File: config.mk
export PLATFORM = sky130hd
export DESIGN_NAME = core_event_stage
export DESIGN_NICKNAME = d
export VERILOG_FILES = /design/src/hdl/core_event_pkg.sv /design/src/hdl/edge_latch.sv /design/src/hdl/core_event_stage.sv
export SDC_FILE = /design/constraint.sdc
export NUM_CORES = 1
export LEC_CHECK = 0
export BUFFER_PORTS_ARGS = -buffer_cell sky130_fd_sc_hd__buf_2
export CAP_MARGIN = 15
export CORE_UTILIZATION = 60
export DETAILED_ROUTE_END_ITERATION = 10
export PLACE_DENSITY = 0.79
export SLEW_MARGIN = 20
export SYNTH_ARGS = -nofsm -noshare
export SYNTH_HDL_FRONTEND = slang
export SYNTH_SLANG_ARGS = --single-unit
File: constraint.sdc
create_clock -name i_clock -period 4.3 [get_ports i_clock]
set_clock_uncertainty 0.15 [all_clocks]
set_input_delay 0 -clock i_clock [delete_from_list [all_inputs] [get_ports i_clock]]
set_output_delay 0 -clock i_clock [all_outputs]
set_load 0.02 [all_outputs]
File: src/hdl/core_event_pkg.sv
/*
  package for the core event stage: event indices, counts, modes, carriers.
  assumes one core clock domain and synchronous inputs.
*/
package core_event_pkg;
  localparam int unsigned NUM_EVT = 16;
  localparam int unsigned LVL_W = 4;
  localparam int unsigned NUM_GEN = 9;
  localparam int unsigned ADDR_W = 32;
  localparam logic [LVL_W-1:0] EVT_EMU = 4'h0;
  localparam logic [LVL_W-1:0] EVT_RST = 4'h1;
  localparam logic [LVL_W-1:0] EVT_NMI = 4'h2;
  localparam logic [LVL_W-1:0] EVT_EXC = 4'h3;
  localparam logic [LVL_W-1:0] EVT_RSV = 4'h4;
  localparam logic [LVL_W-1:0] EVT_HWE = 4'h5;
  localparam logic [LVL_W-1:0] EVT_TMR = 4'h6;
  localparam logic [LVL_W-1:0] EVT_GEN_FIRST = 4'h7;
  localparam logic [LVL_W-1:0] EVT_SW_FIRST = 4'he;
  localparam logic [NUM_EVT-1:0] ALWAYS_UNMASKED = 16'h000f;
  localparam logic [NUM_EVT-1:0] UNMASK_RESET = 16'h001f;
  localparam logic [NUM_EVT-1:0] ZERO_EVT = 16'h0000;
  localparam logic [ADDR_W-1:0] ZERO_ADDR = 32'h0000_0000;
  localparam logic [1:0] SYNC_STAGES = 2'h2;

  typedef enum logic [1:0] {
    MODE_USER,
    MODE_SUPER,
    MODE_EMU
  } core_mode_e;

  typedef enum logic [1:0] {
    ST_RUN,
    ST_SAVE,
    ST_ENTER
  } seq_state_e;

  typedef struct packed {
    logic [NUM_EVT-1:0] latch;
    logic [NUM_EVT-1:0] unmask;
    logic [NUM_EVT-1:0] nest;
  } event_regs_s;

  typedef struct packed {
    logic valid;
    logic [LVL_W-1:0] level;
    logic [ADDR_W-1:0] ret_addr;
  } event_take_s;
endpackage

File: src/hdl/edge_latch.sv
/*
  rising edge detector for one general level: two-flop sample then edge.
  assumes the input is synchronous to the core clock.
*/
`timescale 1ns/100ps
module edge_latch (
  input wire logic i_clock,
  input wire logic i_rst_n,
  input wire logic i_level,
  output logic o_rise
);
  logic [1:0] hist_q;
  logic [1:0] hist_d;
  logic rise_q;
  logic rise_d;

  always_comb begin
    hist_d = {hist_q[0], i_level};
    rise_d = hist_q[0] & ~hist_q[1];
  end

  always_ff @(posedge i_clock or negedge i_rst_n) begin
    if (!i_rst_n) begin
      hist_q <= 2'h0;
      rise_q <= 1'b0;
    end else begin
      hist_q <= hist_d;
      rise_q <= rise_d;
    end
  end

  assign o_rise = rise_q;
endmodule

File: src/hdl/core_event_stage.sv
/*
  core event stage: latches, unmasks, prioritises and nests sixteen events,
  keeps per-level return addresses and steps the sequencer into handlers.
  assumes the routing stage drives the nine general levels synchronously.
*/
// Summary of operation
// - accepted events may preempt a running handler; nesting bits track all active.
// - among competing unmasked events the lowest index, highest priority, wins.
// - five classes: emulation, reset, nonmaskable, exception, general interrupt.
// - emulation event switches the core to emulation mode under test port control.
// - reset event raises a whole-processor reset request.
// - nonmaskable event raised by watchdog or by the nonmaskable pin.
// - exceptions taken synchronously, before the faulting instruction completes.
// - general levels come from pins, timers, peripherals or a software raise.
// - each level keeps its return address; return-from-event resumes there.
// - state is pushed to the supervisor stack before handler entry.
// - peripheral requests arrive through the routing stage onto general levels.
// - nine general levels, 7 to 15, beside the dedicated events.
// - core runs in supervisor or emulation mode; user mode is declared but never entered.
// - a general latch bit sets on a rising edge, detected in two cycles.
// - rising edge to nesting bit takes at least three cycles.
// - set unmask bit allows service; cleared bit blocks but keeps the latch.
`timescale 1ns/100ps
module core_event_stage (
  input wire logic i_clock,
  input wire logic i_rst_n,
  input wire logic i_emu_req,
  input wire logic i_reset_req,
  input wire logic i_nmi_pin,
  input wire logic i_watchdog_nmi,
  input wire logic i_exc_misalign,
  input wire logic i_exc_undef,
  input wire logic i_hw_error,
  input wire logic i_core_timer,
  input wire logic [core_event_pkg::NUM_GEN-1:0] i_general_event_levels,
  input wire logic i_soft_raise,
  input wire logic [core_event_pkg::LVL_W-1:0] i_soft_raise_level,
  input wire logic [core_event_pkg::ADDR_W-1:0] i_pc,
  input wire logic i_return,
  input wire logic i_unmask_we,
  input wire logic [core_event_pkg::NUM_EVT-1:0] i_unmask_wdata,
  input wire logic i_latch_clr_we,
  input wire logic [core_event_pkg::NUM_EVT-1:0] i_latch_clr_bits,
  input wire logic i_save_done,
  input wire logic i_emu_exit,
  output logic [core_event_pkg::NUM_EVT-1:0] o_event_latch_bits,
  output logic [core_event_pkg::NUM_EVT-1:0] o_event_unmask_bits,
  output logic [core_event_pkg::NUM_EVT-1:0] o_active_nesting_bits,
  output logic o_take_valid,
  output logic [core_event_pkg::LVL_W-1:0] o_take_level,
  output logic [core_event_pkg::ADDR_W-1:0] o_resume_addr,
  output logic o_resume_valid,
  output logic o_save_req,
  output logic o_kill_insn,
  output logic o_sys_reset,
  output logic [1:0] o_core_mode
);
  localparam int unsigned N = core_event_pkg::NUM_EVT;

  core_event_pkg::event_regs_s regs_q;
  core_event_pkg::event_regs_s regs_d;
  core_event_pkg::seq_state_e st_q;
  core_event_pkg::seq_state_e st_d;
  core_event_pkg::core_mode_e mode_q;
  core_event_pkg::core_mode_e mode_d;
  core_event_pkg::event_take_s take_q;
  core_event_pkg::event_take_s take_d;
  logic [core_event_pkg::ADDR_W-1:0] ret_q [N];
  logic [core_event_pkg::ADDR_W-1:0] ret_d [N];
  logic [core_event_pkg::LVL_W-1:0] pend_lvl_q;
  logic [core_event_pkg::LVL_W-1:0] pend_lvl_d;
  logic [core_event_pkg::ADDR_W-1:0] resume_q;
  logic [core_event_pkg::ADDR_W-1:0] resume_d;
  logic resume_v_q;
  logic resume_v_d;
  logic save_q;
  logic save_d;
  logic kill_q;
  logic kill_d;
  logic sysrst_q;
  logic sysrst_d;
  logic [N-1:0] raw_set;
  logic [N-1:0] gen_rise;
  logic [N-1:0] eligible;
  logic [N-1:0] nest_ceiling;
  logic found;
  logic [core_event_pkg::LVL_W-1:0] win;
  logic ret_found;
  logic [core_event_pkg::LVL_W-1:0] ret_lvl;

  genvar g;
  generate
    for (g = 0; g < N; g++) begin : g_lvl
      if (g >= int'(core_event_pkg::EVT_GEN_FIRST)) begin : g_gen
        edge_latch u_edge (
          .i_clock(i_clock),
          .i_rst_n(i_rst_n),
          .i_level(i_general_event_levels[g - int'(core_event_pkg::EVT_GEN_FIRST)]),
          .o_rise(gen_rise[g])
        );
      end else begin : g_ded
        assign gen_rise[g] = 1'b0;
      end
    end
  endgenerate

  always_comb begin
    raw_set = gen_rise;
    raw_set[core_event_pkg::EVT_EMU] = i_emu_req;
    raw_set[core_event_pkg::EVT_RST] = i_reset_req;
    raw_set[core_event_pkg::EVT_NMI] = i_nmi_pin | i_watchdog_nmi;
    raw_set[core_event_pkg::EVT_EXC] = i_exc_misalign | i_exc_undef;
    raw_set[core_event_pkg::EVT_HWE] = i_hw_error;
    raw_set[core_event_pkg::EVT_TMR] = i_core_timer;
    if (i_soft_raise && i_soft_raise_level >= core_event_pkg::EVT_GEN_FIRST) begin
      raw_set[i_soft_raise_level] = 1'b1;
    end
    raw_set[core_event_pkg::EVT_RSV] = 1'b0;
  end

  always_comb begin
    // only levels above the highest active one may preempt
    nest_ceiling = '0;
    found = 1'b0;
    for (int i = 0; i < N; i++) begin
      if (!found) begin
        if (regs_q.nest[i]) begin
          found = 1'b1;
        end else begin
          nest_ceiling[i] = 1'b1;
        end
      end
    end
    eligible = regs_q.latch & regs_q.unmask & nest_ceiling;
    win = '0;
    found = 1'b0;
    for (int i = N - 1; i >= 0; i--) begin
      if (eligible[i]) begin
        win = core_event_pkg::LVL_W'(i);
        found = 1'b1;
      end
    end
    ret_lvl = '0;
    ret_found = 1'b0;
    for (int i = N - 1; i >= 0; i--) begin
      if (regs_q.nest[i]) begin
        ret_lvl = core_event_pkg::LVL_W'(i);
        ret_found = 1'b1;
      end
    end
  end

  always_comb begin
    regs_d = regs_q;
    st_d = st_q;
    mode_d = mode_q;
    take_d = take_q;
    take_d.valid = 1'b0;
    ret_d = ret_q;
    pend_lvl_d = pend_lvl_q;
    resume_d = resume_q;
    resume_v_d = 1'b0;
    save_d = 1'b0;
    kill_d = 1'b0;
    sysrst_d = 1'b0;
    if (i_unmask_we) begin
      regs_d.unmask = i_unmask_wdata | core_event_pkg::ALWAYS_UNMASKED;
    end
    if (i_latch_clr_we) begin
      regs_d.latch = regs_d.latch & ~(i_latch_clr_bits & ~regs_q.unmask);
    end
    if (i_return && ret_found && st_q == core_event_pkg::ST_RUN) begin
      regs_d.nest[ret_lvl] = 1'b0;
      resume_d = ret_q[ret_lvl];
      resume_v_d = 1'b1;
      if (ret_lvl == core_event_pkg::EVT_EMU) begin
        mode_d = core_event_pkg::MODE_SUPER;
      end
    end
    if (i_emu_exit && mode_q == core_event_pkg::MODE_EMU) begin
      mode_d = core_event_pkg::MODE_SUPER;
    end
    case (st_q)
      core_event_pkg::ST_RUN: begin
        if (found && !i_return) begin
          pend_lvl_d = win;
          ret_d[win] = i_pc;
          save_d = 1'b1;
          kill_d = (win == core_event_pkg::EVT_EXC);
          st_d = core_event_pkg::ST_SAVE;
        end
      end
      core_event_pkg::ST_SAVE: begin
        save_d = ~i_save_done;
        if (i_save_done) begin
          st_d = core_event_pkg::ST_ENTER;
        end
      end
      core_event_pkg::ST_ENTER: begin
        regs_d.latch[pend_lvl_q] = 1'b0;
        regs_d.nest[pend_lvl_q] = 1'b1;
        take_d.valid = 1'b1;
        take_d.level = pend_lvl_q;
        take_d.ret_addr = ret_q[pend_lvl_q];
        sysrst_d = (pend_lvl_q == core_event_pkg::EVT_RST);
        mode_d = (pend_lvl_q == core_event_pkg::EVT_EMU) ?
          core_event_pkg::MODE_EMU : core_event_pkg::MODE_SUPER;
        st_d = core_event_pkg::ST_RUN;
      end
      default: begin
        st_d = core_event_pkg::ST_RUN;
      end
    endcase
    // new events win over any clear in the same cycle
    regs_d.latch = regs_d.latch | raw_set;
  end

  always_ff @(posedge i_clock or negedge i_rst_n) begin
    if (!i_rst_n) begin
      regs_q <= '{latch: core_event_pkg::ZERO_EVT, unmask: core_event_pkg::UNMASK_RESET,
                  nest: core_event_pkg::ZERO_EVT};
      st_q <= core_event_pkg::ST_RUN;
      mode_q <= core_event_pkg::MODE_SUPER;
      take_q <= '0;
      for (int i = 0; i < N; i++) begin
        ret_q[i] <= core_event_pkg::ZERO_ADDR;
      end
      pend_lvl_q <= '0;
      resume_q <= core_event_pkg::ZERO_ADDR;
      resume_v_q <= 1'b0;
      save_q <= 1'b0;
      kill_q <= 1'b0;
      sysrst_q <= 1'b0;
    end else begin
      regs_q <= regs_d;
      st_q <= st_d;
      mode_q <= mode_d;
      take_q <= take_d;
      ret_q <= ret_d;
      pend_lvl_q <= pend_lvl_d;
      resume_q <= resume_d;
      resume_v_q <= resume_v_d;
      save_q <= save_d;
      kill_q <= kill_d;
      sysrst_q <= sysrst_d;
    end
  end

  assign o_event_latch_bits = regs_q.latch;
  assign o_event_unmask_bits = regs_q.unmask;
  assign o_active_nesting_bits = regs_q.nest;
  assign o_take_valid = take_q.valid;
  assign o_take_level = take_q.level;
  assign o_resume_addr = resume_q;
  assign o_resume_valid = resume_v_q;
  assign o_save_req = save_q;
  assign o_kill_insn = kill_q;
  assign o_sys_reset = sysrst_q;
  assign o_core_mode = mode_q;
endmodule

==> out/metrics.yaml <==
global_routing:
  met3_usage_pct: 6.71
  grt_usage_pct: 34.3
  grt_pass1_wl_um: 124000
  grt_pass1_vias: 21100
  antenna_found_initial: 2
  top_usage_layer: "met2"
  gr-usage-met1_pct: 45.7
  grt_start_max_net_pins: 121
  use_met2_pct: 54.9
  grt_overflow: 0
placement:
  dp.cells: 2884
  place_congestion: 0.912
  io_buffer_count: 171
  dp_hpwl_um: 45300
  place_area_sq_mm: 0.0297
synth:
  ys_seq_elements: 632
  async_flop_share_pct: 100
  netlist_area_sq_mm: 0.0282
  ys_seq_area_share_pct: 56.2
  yosysWarnings: 0
  synth_cells: 2206
  synth.distinct_cells: 75
  synth_edf_count: 0
  avgSynthCellArea_sq_um: 12.8
  ys.flop_type: "dfrtp_1"
setup_path:
  cp_num_buf_inv: 1
  slowest_stage: "or4_1"
  critical-path-top-delay-family: "simple AND/OR/NAND/NOR gates"
  crit_arrival_ns: 4.10
  critPathMaxStageDelay_ns: 0.73
  crit_type: "reg2reg"
  required_ns: 4.63
  cp-end-kind: "flop"
  crit_fanout: 17
  critPathLaunchType: "flop"
  critical_path.cell_chain: "or4_1 > nor2_4 > nand2_1 > a31o_2 > a31oi_4 > nand3_2 > buf_12 > mux2_2"
finish:
  drive_above_1_share_pct: 33.4
  syn_to_final_growth_pct: 18.3
  fill_cells: 2953
  register_area_sq_mm: 0.0158
  stdcell_count: 3129
  layout.nets: 2564
  diodes: 0
  postLayoutCellArea_sq_mm: 0.0333
  multi_input_area_sq_mm: 0.0115
drt:
  detail_route.wl_per_cell_um: 25.6
  ant_nets: 0
  viasPerCell: 6.53
  first_pass_iters: 6
  vias: 20400
  drt_wl_total_um: 80200
  drtIter0Drc: 2172
  drcViolationCount: 0
cts:
  cts_num_sinks: 632
  cts_resized: 0
  cts_max_path_buffers: 3
  clock_latency_ns: 0.61
  clkTransAtPathRegs_ns: 0.06
  cts_hold_buf: 126
  htree_levels: 3
  numCtsBuffers: 66
  post_cts_buffers: 0
  cts_tree: "built"
  clockRootBuffer: "clkbuf_16"
floorplan:
  start_util_pct: 60.6
  die_area_sq_mm: 0.0478
  ios: 184
  coreArea_sq_mm: 0.0465
  die_height_um: 219
  rows: 79
  die_w_um: 219
power:
  powerDensity_mw_per_mm2: 621
  power.total_mw: 20.7
  p_leak_nw: 15.7
  ir_worst_vdd_mv: 0.732
min_path:
  hp-class: "in2reg"
timing:
  slew-limit-headroom_pct: 27.7
  hold_violations: 0
  fin_hold_ws_ns: 0.0303
  tns_ns: 0
  finalSetupViolations: 0
  slew_violations: 0
  finalCriticalPeriod_ns: 3.77
  period_share_pct: 87.7
  grt_setup_unrepaired: "false"
  worstMarginPinSlew_ns: 1.08
  fmax_mhz: 265
run_status:
  status: "finished clean"
job:
  cap_violations: 0
==> through the flow <==
step	util (%)	setup WS (ns)
6_report	71.7	0.529
5_1_grt	71.7	0.470
4_1_cts	71.7	0.612
3_5_place_dp	64.0	0.644
3_3_place_gp	64.0	0.703
2_1_floorplan	-	1.10
==> Yosys cell counts (9+ instances only) <==
cell type  number  area, sq um
o22ai_1        19          119
buf_6          21          236
mux2_1         76          856
mux2i_1        37          370
buf_4          14          105
nand2_1       260          976
nand3b_1       15          113
nor3_1         19         95.1
clkbuf_1       83          312
dfrtp_1       630        15800
o32a_1         22          220
a222oi_1       11          110
mux2_2        419         4720
inv_1          10         37.5
mux2_4         30          450
o21ai_0        24          120
nor2b_1        15         93.8
a22o_1         53          464
nand3_1        30          150
or3_1          17          106
buf_2          46          230
a221oi_1       17          149
a22oi_1        40          300
nand4_1        16          100
a311o_1         9         90.1
a21oi_1        85          425
nor2_1         44          165
a41oi_1         9         78.8
a221o_1         9         90.1
==> where the power goes <==
part	switching [mW]	internal, mW
Clock	2.40	3.65
Sequential	0.680	6.91
Combinational	4.60	2.42
Total	7.69	13.0
==> layout by cell type, fill, tap and decap left out, types with 7 or more instances in the layout <==
cell type / n
nor2_1: 43
nand2b_1: 8
clkbuf_8: 14
or4_1: 8
nor2b_1: 15
dlygate4sd3_1: 126
nor3_4: 7
bufinv_16: 8
a221o_1: 9
a41oi_1: 9
nand2_1: 260
a21oi_1: 85
mux2i_1: 37
nand3_1: 25
mux2_2: 419
buf_4: 47
o22ai_1: 19
nor3_2: 8
buf_12: 18
a22o_1: 53
clkbuf_16: 68
nor3_1: 13
o32a_1: 22
nand3b_1: 15
or3_1: 16
a221oi_1: 17
dfrtp_1: 630
a22oi_1: 40
a311o_1: 9
o21ai_0: 24
inv_1: 10
clkbuf_1: 15
mux2_1: 76
nand4_1: 16
buf_2: 170
mux2_4: 30
a222oi_1: 11
==> state kept, by name (all words and copies together), names as in the netlist, 9 cells and up <==
name                       flops
o_active_nesting_bits         16
ret_q                        512
o_resume_addr                 32
o_event_unmask_bits           12
g_lvl.g_gen.u_edge.o_rise      9
g_lvl.g_gen.u_edge.hist_q     18
o_event_latch_bits            16
==> kinds of logic after synthesis <==
logic type	count (synthesis)	synth area share, %
AOI/OAI and AO/OA	359	9.62
muxes	562	22.7
and+or+nand+nor	473	8.14
buffers and inverters	179	3.34
DFF	632	56.2
other	1	0.0133
==> worst min-delay path, cell delays in order <==
cell	delay (ns)
dlygate4sd3_1	0.53
buf_2	0.12
o21bai_1	0.07
==> final timing paths <==
kind	to	start	slack [ns]	cells after the start
worst max register to register	ret_q[295]	o_active_nesting_bits[1]	0.53	8
worst min register to register	g_lvl[8].g_gen.u_edge.hist_q[1]	g_lvl[8].g_gen.u_edge.hist_q[0]	0.22	0
min in group asynchronous	ret_q[488]	i_rst_n	0.48	3
worst max-delay path	ret_q[295]	o_active_nesting_bits[1]	0.53	8
worst min-delay path	st_q[0]	i_save_done	0.03	3
max in group asynchronous	ret_q[392]	i_rst_n	2.21	4
==> cell type report <==
class                   count  share of cell area, %
clock buffers              97                   5.86
inverters                  11                  0.124
well taps                 607                   2.28
multi-input cells        1398                   34.6
flip-flops and latches    632                   47.5
repair buffers            362                   8.53
clock inverters            22                   1.07
==> per-layer routing <==
metal | vias up | wire length (um)
met5 | - | 23
met4 | 4 | 3030
met3 | 247 | 6250
met2 | 1013 | 38900
met1 | 10600 | 32000
li1 | 8582 | -
(Power assumes the default switching activity.)
